$ cat src/rtl/playback_pkg.sv
package playback_pkg;
  localparam int NUM_CHANNELS = 4;
  localparam int SAMPLE_WIDTH = 16;
  localparam int ADDR_WIDTH = 16;
  localparam int LEN_WIDTH = 16;
  localparam int RATE_WIDTH = 4;
  // sequencer cycle period, in picoseconds (4.44 ns)
  localparam int SEQ_CYCLE_PS = 4440;
  // mclk period in picoseconds; one sequencer step per mclk edge
  localparam int MCLK_PERIOD_PS = 100000;
  localparam int SEQ_STEP_CYCLES = (SEQ_CYCLE_PS + MCLK_PERIOD_PS - 1)
    / MCLK_PERIOD_PS;
  localparam logic [RATE_WIDTH-1:0] RESET_DEFAULT_RATE = 4'h0;
  localparam int MIN_LENGTH = 32;
  localparam int LENGTH_GRAIN = 16;
  localparam logic [ADDR_WIDTH-1:0] WAVE_BASE_STRIDE = 16'h0100;
  typedef enum logic [1:0] {
    OP_SEGMENT_NOW,
    OP_FOUR_CHANNEL,
    OP_SILENCE,
    OP_WAVE_QUEUED
  } op_e;
endpackage

$ cat src/rtl/waveform_playback_issue_unit.sv
`timescale 1ns/1ns
// Overview of operation
// - immediate segment play starts at once, aborting any playback underway
// - segment play outputs length samples starting offset samples in
// - explicit output mask routes each waveform to its own channel, on segment play only; other ops ignore it
// - empty output mask assigns channels by number of waveforms supplied
// - four-channel play runs with four-channel mode and preset routing masked to the lowest channels, one per waveform supplied
// - four-channel play waits queued until the previous playback ends
// - silence play drives zero on all channels for exactly count samples
// - silence play behaves as queued play but never reads memory
// - given rate is used, otherwise the configured default rate
// - the block steps once per mclk cycle of 100 ns, not once per 4.44 ns sequencer clock cycle
module waveform_playback_issue_unit
  import playback_pkg::*;
#(
  parameter int NCH = NUM_CHANNELS,
  parameter int SW = SAMPLE_WIDTH
)
(
  input wire logic mclk,
  input wire logic reset,
  input wire logic instr_valid,
  output logic instr_ready,
  input wire playback_pkg::op_e instr_op,
  input wire logic [NCH-1:0] instr_outputs,
  input wire logic [2:0] instr_wave_count,
  input wire logic [playback_pkg::ADDR_WIDTH-1:0] instr_base,
  input wire logic [playback_pkg::ADDR_WIDTH-1:0] instr_offset,
  input wire logic [playback_pkg::LEN_WIDTH-1:0] instr_length,
  input wire logic instr_rate_given,
  input wire logic [playback_pkg::RATE_WIDTH-1:0] instr_rate,
  input wire logic default_rate_write,
  input wire logic [playback_pkg::RATE_WIDTH-1:0] default_rate_value,
  input wire logic [NCH-1:0] four_channel_routing,
  output logic mem_read,
  output logic [playback_pkg::ADDR_WIDTH-1:0] mem_addr,
  input wire logic [NCH*SW-1:0] mem_data,
  output logic [NCH*SW-1:0] sample_out,
  output logic [NCH-1:0] channel_active,
  output logic sample_strobe,
  output logic four_channel_mode,
  output logic busy
);
  typedef enum logic [1:0] {IDLE, PLAY, WAIT_DATA} state_e;

  state_e state;
  state_e next_state;
  logic [RATE_WIDTH-1:0] default_sample_rate_setting;
  logic [RATE_WIDTH-1:0] next_default_sample_rate_setting;
  logic [RATE_WIDTH-1:0] rate;
  logic [RATE_WIDTH-1:0] next_rate;
  logic [ADDR_WIDTH-1:0] addr;
  logic [ADDR_WIDTH-1:0] next_addr;
  logic [LEN_WIDTH-1:0] remaining;
  logic [LEN_WIDTH-1:0] next_remaining;
  logic [NCH-1:0] route;
  logic [NCH-1:0] next_route;
  logic silent;
  logic next_silent;
  logic four_mode;
  logic next_four_mode;
  logic [NCH*SW-1:0] next_sample_out;
  logic next_strobe;
  logic [NCH-1:0] auto_route;
  logic start;
  logic restart;
  logic tick;
  logic last;

  rate_divider #(.RW(RATE_WIDTH)) u_div (
    .mclk(mclk),
    .reset(reset),
    .restart(restart),
    .rate(rate),
    .tick(tick)
  );

  // lowest channels filled first, one per waveform
  always_comb
  begin
    auto_route = '0;
    for (int i = 0; i < NCH; i++)
    begin
      if (3'(i) < instr_wave_count)
      begin
        auto_route[i] = 1'b1;
      end
    end
  end

  assign last = (remaining == 16'h0001);
  // queued ops only pass once playback is idle or on its final sample
  always_comb
  begin
    if (instr_op == OP_SEGMENT_NOW)
    begin
      instr_ready = 1'b1;
    end
    else
    begin
      instr_ready = (state == IDLE) || (state == PLAY && last && tick);
    end
  end
  assign start = instr_valid && instr_ready;
  assign restart = start;

  always_comb
  begin
    next_state = state;
    next_default_sample_rate_setting = default_sample_rate_setting;
    next_rate = rate;
    next_addr = addr;
    next_remaining = remaining;
    next_route = route;
    next_silent = silent;
    next_four_mode = four_mode;
    next_sample_out = sample_out;
    next_strobe = 1'b0;
    mem_read = 1'b0;
    mem_addr = addr;
    if (default_rate_write)
    begin
      next_default_sample_rate_setting = default_rate_value;
    end
    if (state == PLAY && tick)
    begin
      next_strobe = 1'b1;
      // memory word arrives with the strobe; silence never touches memory
      if (silent)
      begin
        next_sample_out = '0;
      end
      else
      begin
        mem_read = 1'b1;
        for (int c = 0; c < NCH; c++)
        begin
          next_sample_out[c*SW +: SW] = route[c] ?
            mem_data[c*SW +: SW] : '0;
        end
        next_addr = addr + 16'h0001;
      end
      next_remaining = remaining - 16'h0001;
      if (last)
      begin
        next_state = IDLE;
        next_four_mode = 1'b0;
      end
    end
    if (start)
    begin
      next_state = PLAY;
      next_rate = instr_rate_given ? instr_rate :
        default_sample_rate_setting;
      next_remaining = instr_length;
      next_silent = (instr_op == OP_SILENCE);
      next_four_mode = (instr_op == OP_FOUR_CHANNEL);
      case (instr_op)
        OP_SEGMENT_NOW:
        begin
          next_addr = instr_base + instr_offset;
          next_route = (instr_outputs != '0) ? instr_outputs : auto_route;
        end
        OP_FOUR_CHANNEL:
        begin
          next_addr = instr_base;
          next_route = auto_route & four_channel_routing;
        end
        OP_SILENCE:
        begin
          next_addr = '0;
          next_route = '1;
        end
        default:
        begin
          next_addr = instr_base;
          next_route = auto_route;
        end
      endcase
      if (instr_length == '0)
      begin
        next_state = IDLE;
      end
    end
  end

  // one state step per mclk edge; this 100 ns clock is slower than the 4.44 ns sequencer cycle
  always_ff @(posedge mclk)
  begin
    if (reset)
    begin
      state <= IDLE;
      default_sample_rate_setting <= RESET_DEFAULT_RATE;
      rate <= RESET_DEFAULT_RATE;
      addr <= '0;
      remaining <= '0;
      route <= '0;
      silent <= 1'b0;
      four_mode <= 1'b0;
      sample_out <= '0;
      sample_strobe <= 1'b0;
    end
    else
    begin
      state <= next_state;
      default_sample_rate_setting <= next_default_sample_rate_setting;
      rate <= next_rate;
      addr <= next_addr;
      remaining <= next_remaining;
      route <= next_route;
      silent <= next_silent;
      four_mode <= next_four_mode;
      sample_out <= next_sample_out;
      sample_strobe <= next_strobe;
    end
  end

  assign channel_active = (state == PLAY) ? route : '0;
  assign four_channel_mode = four_mode;
  assign busy = (state != IDLE);
endmodule

$ cat src/rtl/rate_divider.sv
`timescale 1ns/1ns
// turns a rate exponent into a sample strobe: one sample per 2**rate cycles
module rate_divider
  import playback_pkg::*;
#(
  parameter int RW = RATE_WIDTH
)
(
  input wire logic mclk,
  input wire logic reset,
  input wire logic restart,
  input wire logic [RW-1:0] rate,
  output logic tick
);
  logic [15:0] count;
  logic [15:0] next_count;
  logic [15:0] limit;

  always_comb
  begin
    limit = (16'h0001 << rate) - 16'h0001;
    next_count = count + 16'h0001;
    tick = (count >= limit);
    // restart only rewinds the count: tick must not depend on it, since
    // the issue logic feeds tick back into restart through instr_ready
    if (restart || tick)
    begin
      next_count = 16'h0000;
    end
  end

  always_ff @(posedge mclk)
  begin
    if (reset)
    begin
      count <= 16'h0000;
    end
    else
    begin
      count <= next_count;
    end
  end
endmodule

$ cat config.mk
export PLATFORM = sky130hd
export DESIGN_NAME = waveform_playback_issue_unit
export DESIGN_NICKNAME = d
export VERILOG_FILES = /design/src/rtl/playback_pkg.sv /design/src/rtl/waveform_playback_issue_unit.sv /design/src/rtl/rate_divider.sv
export SDC_FILE = /design/constraint.sdc
export NUM_CORES = 1
export LEC_CHECK = 0
export BUFFER_PORTS_ARGS = -buffer_cell sky130_fd_sc_hd__buf_2
export CAP_MARGIN = 0
export CORE_ASPECT_RATIO = 1.1
export CORE_UTILIZATION = 50
export DETAILED_ROUTE_END_ITERATION = 8
export MAX_ROUTING_LAYER = met4
export PLACE_DENSITY = 0.9
export SYNTH_ARGS = -nofsm -noshare
export SYNTH_HDL_FRONTEND = slang
export SYNTH_SLANG_ARGS = --single-unit
$ cat constraint.sdc
create_clock -name mclk -period 9.8 [get_ports mclk]
set_input_delay 1.96 -clock mclk [delete_from_list [all_inputs] [get_ports mclk]]
set_output_delay 1.96 -clock mclk [all_outputs]
set_load 0.01 [all_outputs]
Word-level counts from Yosys, hierarchy flattened
Index checks and enable logic that the tools add are counted.
{"block": "op_classes", "eq_ne": 5, "n_reduce_logical": 16, "n_addsub": 5, "n_lt_le_gt_ge": 5, "mux": 30, "n_mul": 0, "n_bitwise": 1, "div_mod_pow": 0, "n_shift": 1}
{"operator": "$mux 16", "n": 9}
{"operator": "$mux 64", "n": 1}
{"operator": "$add 16x1->16 const B", "n": 2}
{"operator": "$pmux 16 s2", "n": 1}
{"operator": "$sub 16x1->16 const B", "n": 2}
{"operator": "$add 16x16->16", "n": 1}
{"operator": "$eq 16x1->1 const B", "n": 1}
{"operator": "$ge 16x16->1", "n": 1}
{"operator": "$logic_not 16->1", "n": 1}
{"operator": "$shl 1x4->16 const A", "n": 1}
{"operator": "$mux 1", "n": 12}
{"operator": "$mux 4", "n": 3}
{"operator": "$pmux 4 s3", "n": 1}
{"operator": "$lt 1x3->1 const A", "n": 2}
{"operator": "$lt 2x3->1 const A", "n": 2}
{"operator": "$mux 2", "n": 3}
{"operator": "$reduce_bool 2->1", "n": 3}
{"operator": "$and 4x4->4", "n": 1}
{"operator": "$eq 2x1->1 const B", "n": 2}
{"operator": "$logic_and 1x1->1", "n": 4}
{"operator": "$logic_not 2->1", "n": 2}
{"operator": "$reduce_and 2->1", "n": 2}
{"operator": "$reduce_bool 4->1", "n": 1}
{"operator": "$eq 2x2->1 const B", "n": 1}
{"operator": "other kinds (3)", "n": 4}
{"block": "totals", "romBits": 0, "ram_bits": 0, "latch_bits": 0, "out_inout_bits": 89, "ff_bits": 129, "n_memories": 0}

Logic depth before layout (Yosys ltp)
{"block": "depth", "depth_word": 9, "depth_mapped": 18}

Modules after synthesis
From an unflattened synthesis, not the netlist that was laid out.
{"block": "unflattened", "cells_unflattened": 814, "hier_area_um2": 6915.4}
{"module": "waveform_playback_issue_unit", "n_inst": 1, "area_each_um2": 5708.0, "cells_per_inst": 662}
{"module": "rate_divider", "n_inst": 1, "area_each_um2": 1207.4, "cells_per_inst": 152}

Least setup slack after synthesis
Ideal clock, no wire load.
{"block": "synth_timing", "path_type": "reg2out", "start": "reg rate[3]", "end": "out mem_read", "required_time_ns": 7.840, "path_slack_ns": 4.713, "arrival_time_ns": 3.127, "path_buffers": 1, "path_stages_with_launch": 16, "path_cell_list": "dfxtp_1 nor3_1 nand2b_1 ha_1 or2_2 o21ai_0 a22o_1 a21oi_1 ha_1 nand2_1 o21ai_0 nor2_1 a21oi_1 buf_1 nand3_1 nor2_1"}
{"block": "synth_via", "elab_chain_len": 5}
{"element": "from (decl)", "line_no": "waveform_playback_issue_unit.sv:50", "source": "logic [RATE_WIDTH-1:0] rate;"}
{"element": "from (signal assigned)", "line_no": "waveform_playback_issue_unit.sv:207", "source": "rate <= next_rate;"}
{"element": "$shl 1x4->16", "line_no": "rate_divider.sv:21", "source": "limit = (16'h0001 << rate) - 16'h0001;"}
{"element": "$sub 16x1->16", "line_no": "rate_divider.sv:21"}
{"element": "$ge 16x16->1", "line_no": "rate_divider.sv:23", "source": "tick = (count >= limit);"}
{"element": "$logic_and 1x1->1", "line_no": "waveform_playback_issue_unit.sv:125", "source": "if (state == PLAY && tick)"}
{"element": "$mux 1", "line_no": "waveform_playback_issue_unit.sv:125"}
{"element": "to (decl)", "line_no": "waveform_playback_issue_unit.sv:35", "source": "output logic mem_read,"}
No other way between the ends.

Worst setup path in the final report
Same ends and word-level chain as after synthesis.

==> out/metrics.cfg <==
[routing]
drt-initial-drc-count = 448
wl_per_cell_um = 15.4
dr.pass1.iters = 5
vias = 6854
wl_um = 18600
vias_per_cell = 5.68
drc = 0
ant_nets = 0

[floorplanning]
start_util = 0.514
io_pins = 227
row_count = 44
core-area_um2 = 13200
die_w_um = 113
die_h_um = 124
dieArea_um2 = 14000

[clock_tree]
cts_sinks = 128
clk_pin_slew_ps = 50
cts_setup_buffers = 0
cts_tree = built
cts_resized = 0
numCtsBuffers = 17
htreeDepth = 4
cts_hold_buffers = 0
insertion_delay_ps = 420
root_buffer = clkbuf_16
clockBufferDepth = 2

[final_layout]
mostFrequentLayoutCells = 225 x buf_2, 128 x dfxtp_1, 95 x a21oi_1
final_util = 0.651
antennaDiodeCount = 0
area_growth_syn_to_layout_pct = 26.6
layout-drive-gt1-share = 0.264
final_common_cell = buf_2
layoutNonFillerInstCount = 1206
layout.nets = 1210

[global_routing]
antenna_found_initial = 0
grt-ovfl-total = 0
grt_pass1_vias = 6479
grt.total_usage = 0.277
grt_max_degree = 74
grt_pass1_wl_um = 30200

[synthesis]
synthFlopType = dfxtp_1
synthArstFlopShare = 0
synth.distinct_cells = 61
ys_ff_latch = 128
synth_seq_area_share = 0.377
synth_edf_count = 0
syn_inst = 845
synth_area_per_cell_um2 = 8.03
syn_area_um2 = 6790
synthesis.nets = 1020
yosys_warnings = 0

[placement]
place.gp.congestion = 0.850
dpl.cell_count = 1177
hpwl_um = 13100
pre_cts_ws_ps = 4000
portBuffers = 226

[setup_path]
path_max_fanout = 15
cp-end-kind = primary output
required_ps = 7840
reg2reg_slack_ps = 4770
cp-start-kind = register
cp.arrival_ps = 4410
critPathMaxStageDelay_ps = 880
path_class = register to primary output
cpMaxStageDelayCell = a21oi_1
crit_chain = nor3_1, nand2b_1, ha_1, or2_2, o21ai_0, a22o_1, a21oi_1, ha_1, nand2_1, o21ai_0, nor2_1, a21oi_1, nand3_2, nor2_1, buf_2
reg2reg_depth = 17

[power]
p_seq_frac = 0.386
leakage_nw = 3.58
power_frac_comb = 0.138
clkPwrFrac = 0.476
powerDensity_nw_per_um2 = 168
power.internal_mw = 1.08
switching_share = 0.250
ir_drop_mv = 0.103
power.switching_mw = 0.362

[sta]
fin_worst_skew_ps = 7.29
finalCriticalPeriod_ps = 6370
setup_ws_ps = 3430
tightest_slew_ps = 1210
hold_violations = 0
period_share = 0.650
rsz0062_at_grt = false
tns_ps = 0
drv_slew = 0
max_freq_mhz = 157
finalSetupViolations = 0
max-slew-margin-rel = 0.191

[run]
maxCapViolCount = 0

[worst_hold_path]
hold_path_class = register to register
hold_depth = 2

[outcome]
status = finished clean

path summary, 6_finish.rpt:
check,endpoint,start
setup / recovery,mem_read,rate[3]
hold / removal,sample_out[3],sample_out[3]
setup reg to reg,mem_addr[8],rate[3]
hold reg to reg,sample_out[3],sample_out[3]
sequential cells by signal, indices dropped and copies added, names as in the netlist:
name / count
route: 4
silent: 1
rate: 4
four_channel_mode: 1
u_div.count: 16
default_sample_rate_setting: 4
remaining: 16
sample_out: 64
mem_addr: 16
sample_strobe: 1
state: 1
layer usage:
metal / track usage / share of wire / up-vias
li1: - / - / 3397
met3: 0.0713 / 0.052 / 54
met2: 0.444 / 0.49 / 221
met5: - / 0 / -
met4: 0.125 / 0.033 / 0
met1: 0.324 / 0.42 / 3182
power by group through the flow:
| stage | Combinational (mW) | Sequential [mW] | Clock [mW] |
|---|---|---|---|
| 2_1_floorplan | 0.133 | 0.564 | 0 |
| 3_3_place_gp | 0.193 | 0.567 | 0 |
| 3_5_place_dp | 0.197 | 0.568 | 0 |
| 4_1_cts | 0.199 | 0.558 | 0.695 |
| 5_1_grt | 0.222 | 0.561 | 0.719 |
| 6_report | 0.200 | 0.558 | 0.689 |
metrics by stage:
step	area, um^2	power [mW]	hold WS [ps]
after global routing	8600	1.50	465
after global placement	7960	0.760	435
final	8600	1.45	446
after detailed placement	7960	0.765	440
after floorplan	6790	0.697	426
after CTS	8600	1.45	448
cell type report:
cell class	instances	area (um^2)
timing repair buffer	233	1190
sequential	128	2560
clock inverter	10	186
fill	1108	4610
clock buffer	19	453
tap	161	201
inverter	16	60.1
multi-input combinational	639	3950
cells by family after synthesis:
family          share of synthesized area
simple gates                        0.239
compound gates                      0.187
flops                               0.377
buf+inv                            0.0440
xor+xnor                           0.0697
fa+ha+maj                          0.0693
mux                                0.0133
other cells                      0.000552
critical path, delay by kind of cell, from the launching register on:
family	cells	cell delay, ps
AOI/OAI and AO/OA	5	1520
and+or+nand+nor	7	1270
adders and majority gates	2	580
DFF	1	440
buffers and inverters	1	190
synth_stat cells, types with 5 or more instances:
cell type / count / area [um^2]
dfxtp_1: 128 / 2560
a21oi_1: 95 / 475
nand2_1: 91 / 342
nand3_1: 80 / 400
nor2_1: 70 / 263
clkbuf_1: 44 / 165
xnor2_1: 40 / 350
ha_1: 36 / 450
a211oi_1: 31 / 233
nor3_1: 19 / 95.1
o21ai_0: 19 / 95.1
inv_1: 16 / 60.1
a221oi_1: 15 / 131
nor4_1: 15 / 93.8
xor2_1: 14 / 123
buf_1: 13 / 48.8
and3_1: 10 / 62.6
mux2i_1: 9 / 90.1
and2_1: 8 / 50.1
nand4_1: 7 / 43.8
nor2b_1: 7 / 43.8
nand2b_1: 6 / 37.5
buf_2: 5 / 25.0
o211ai_1: 5 / 37.5
Power figures use the tool's default switching activity.
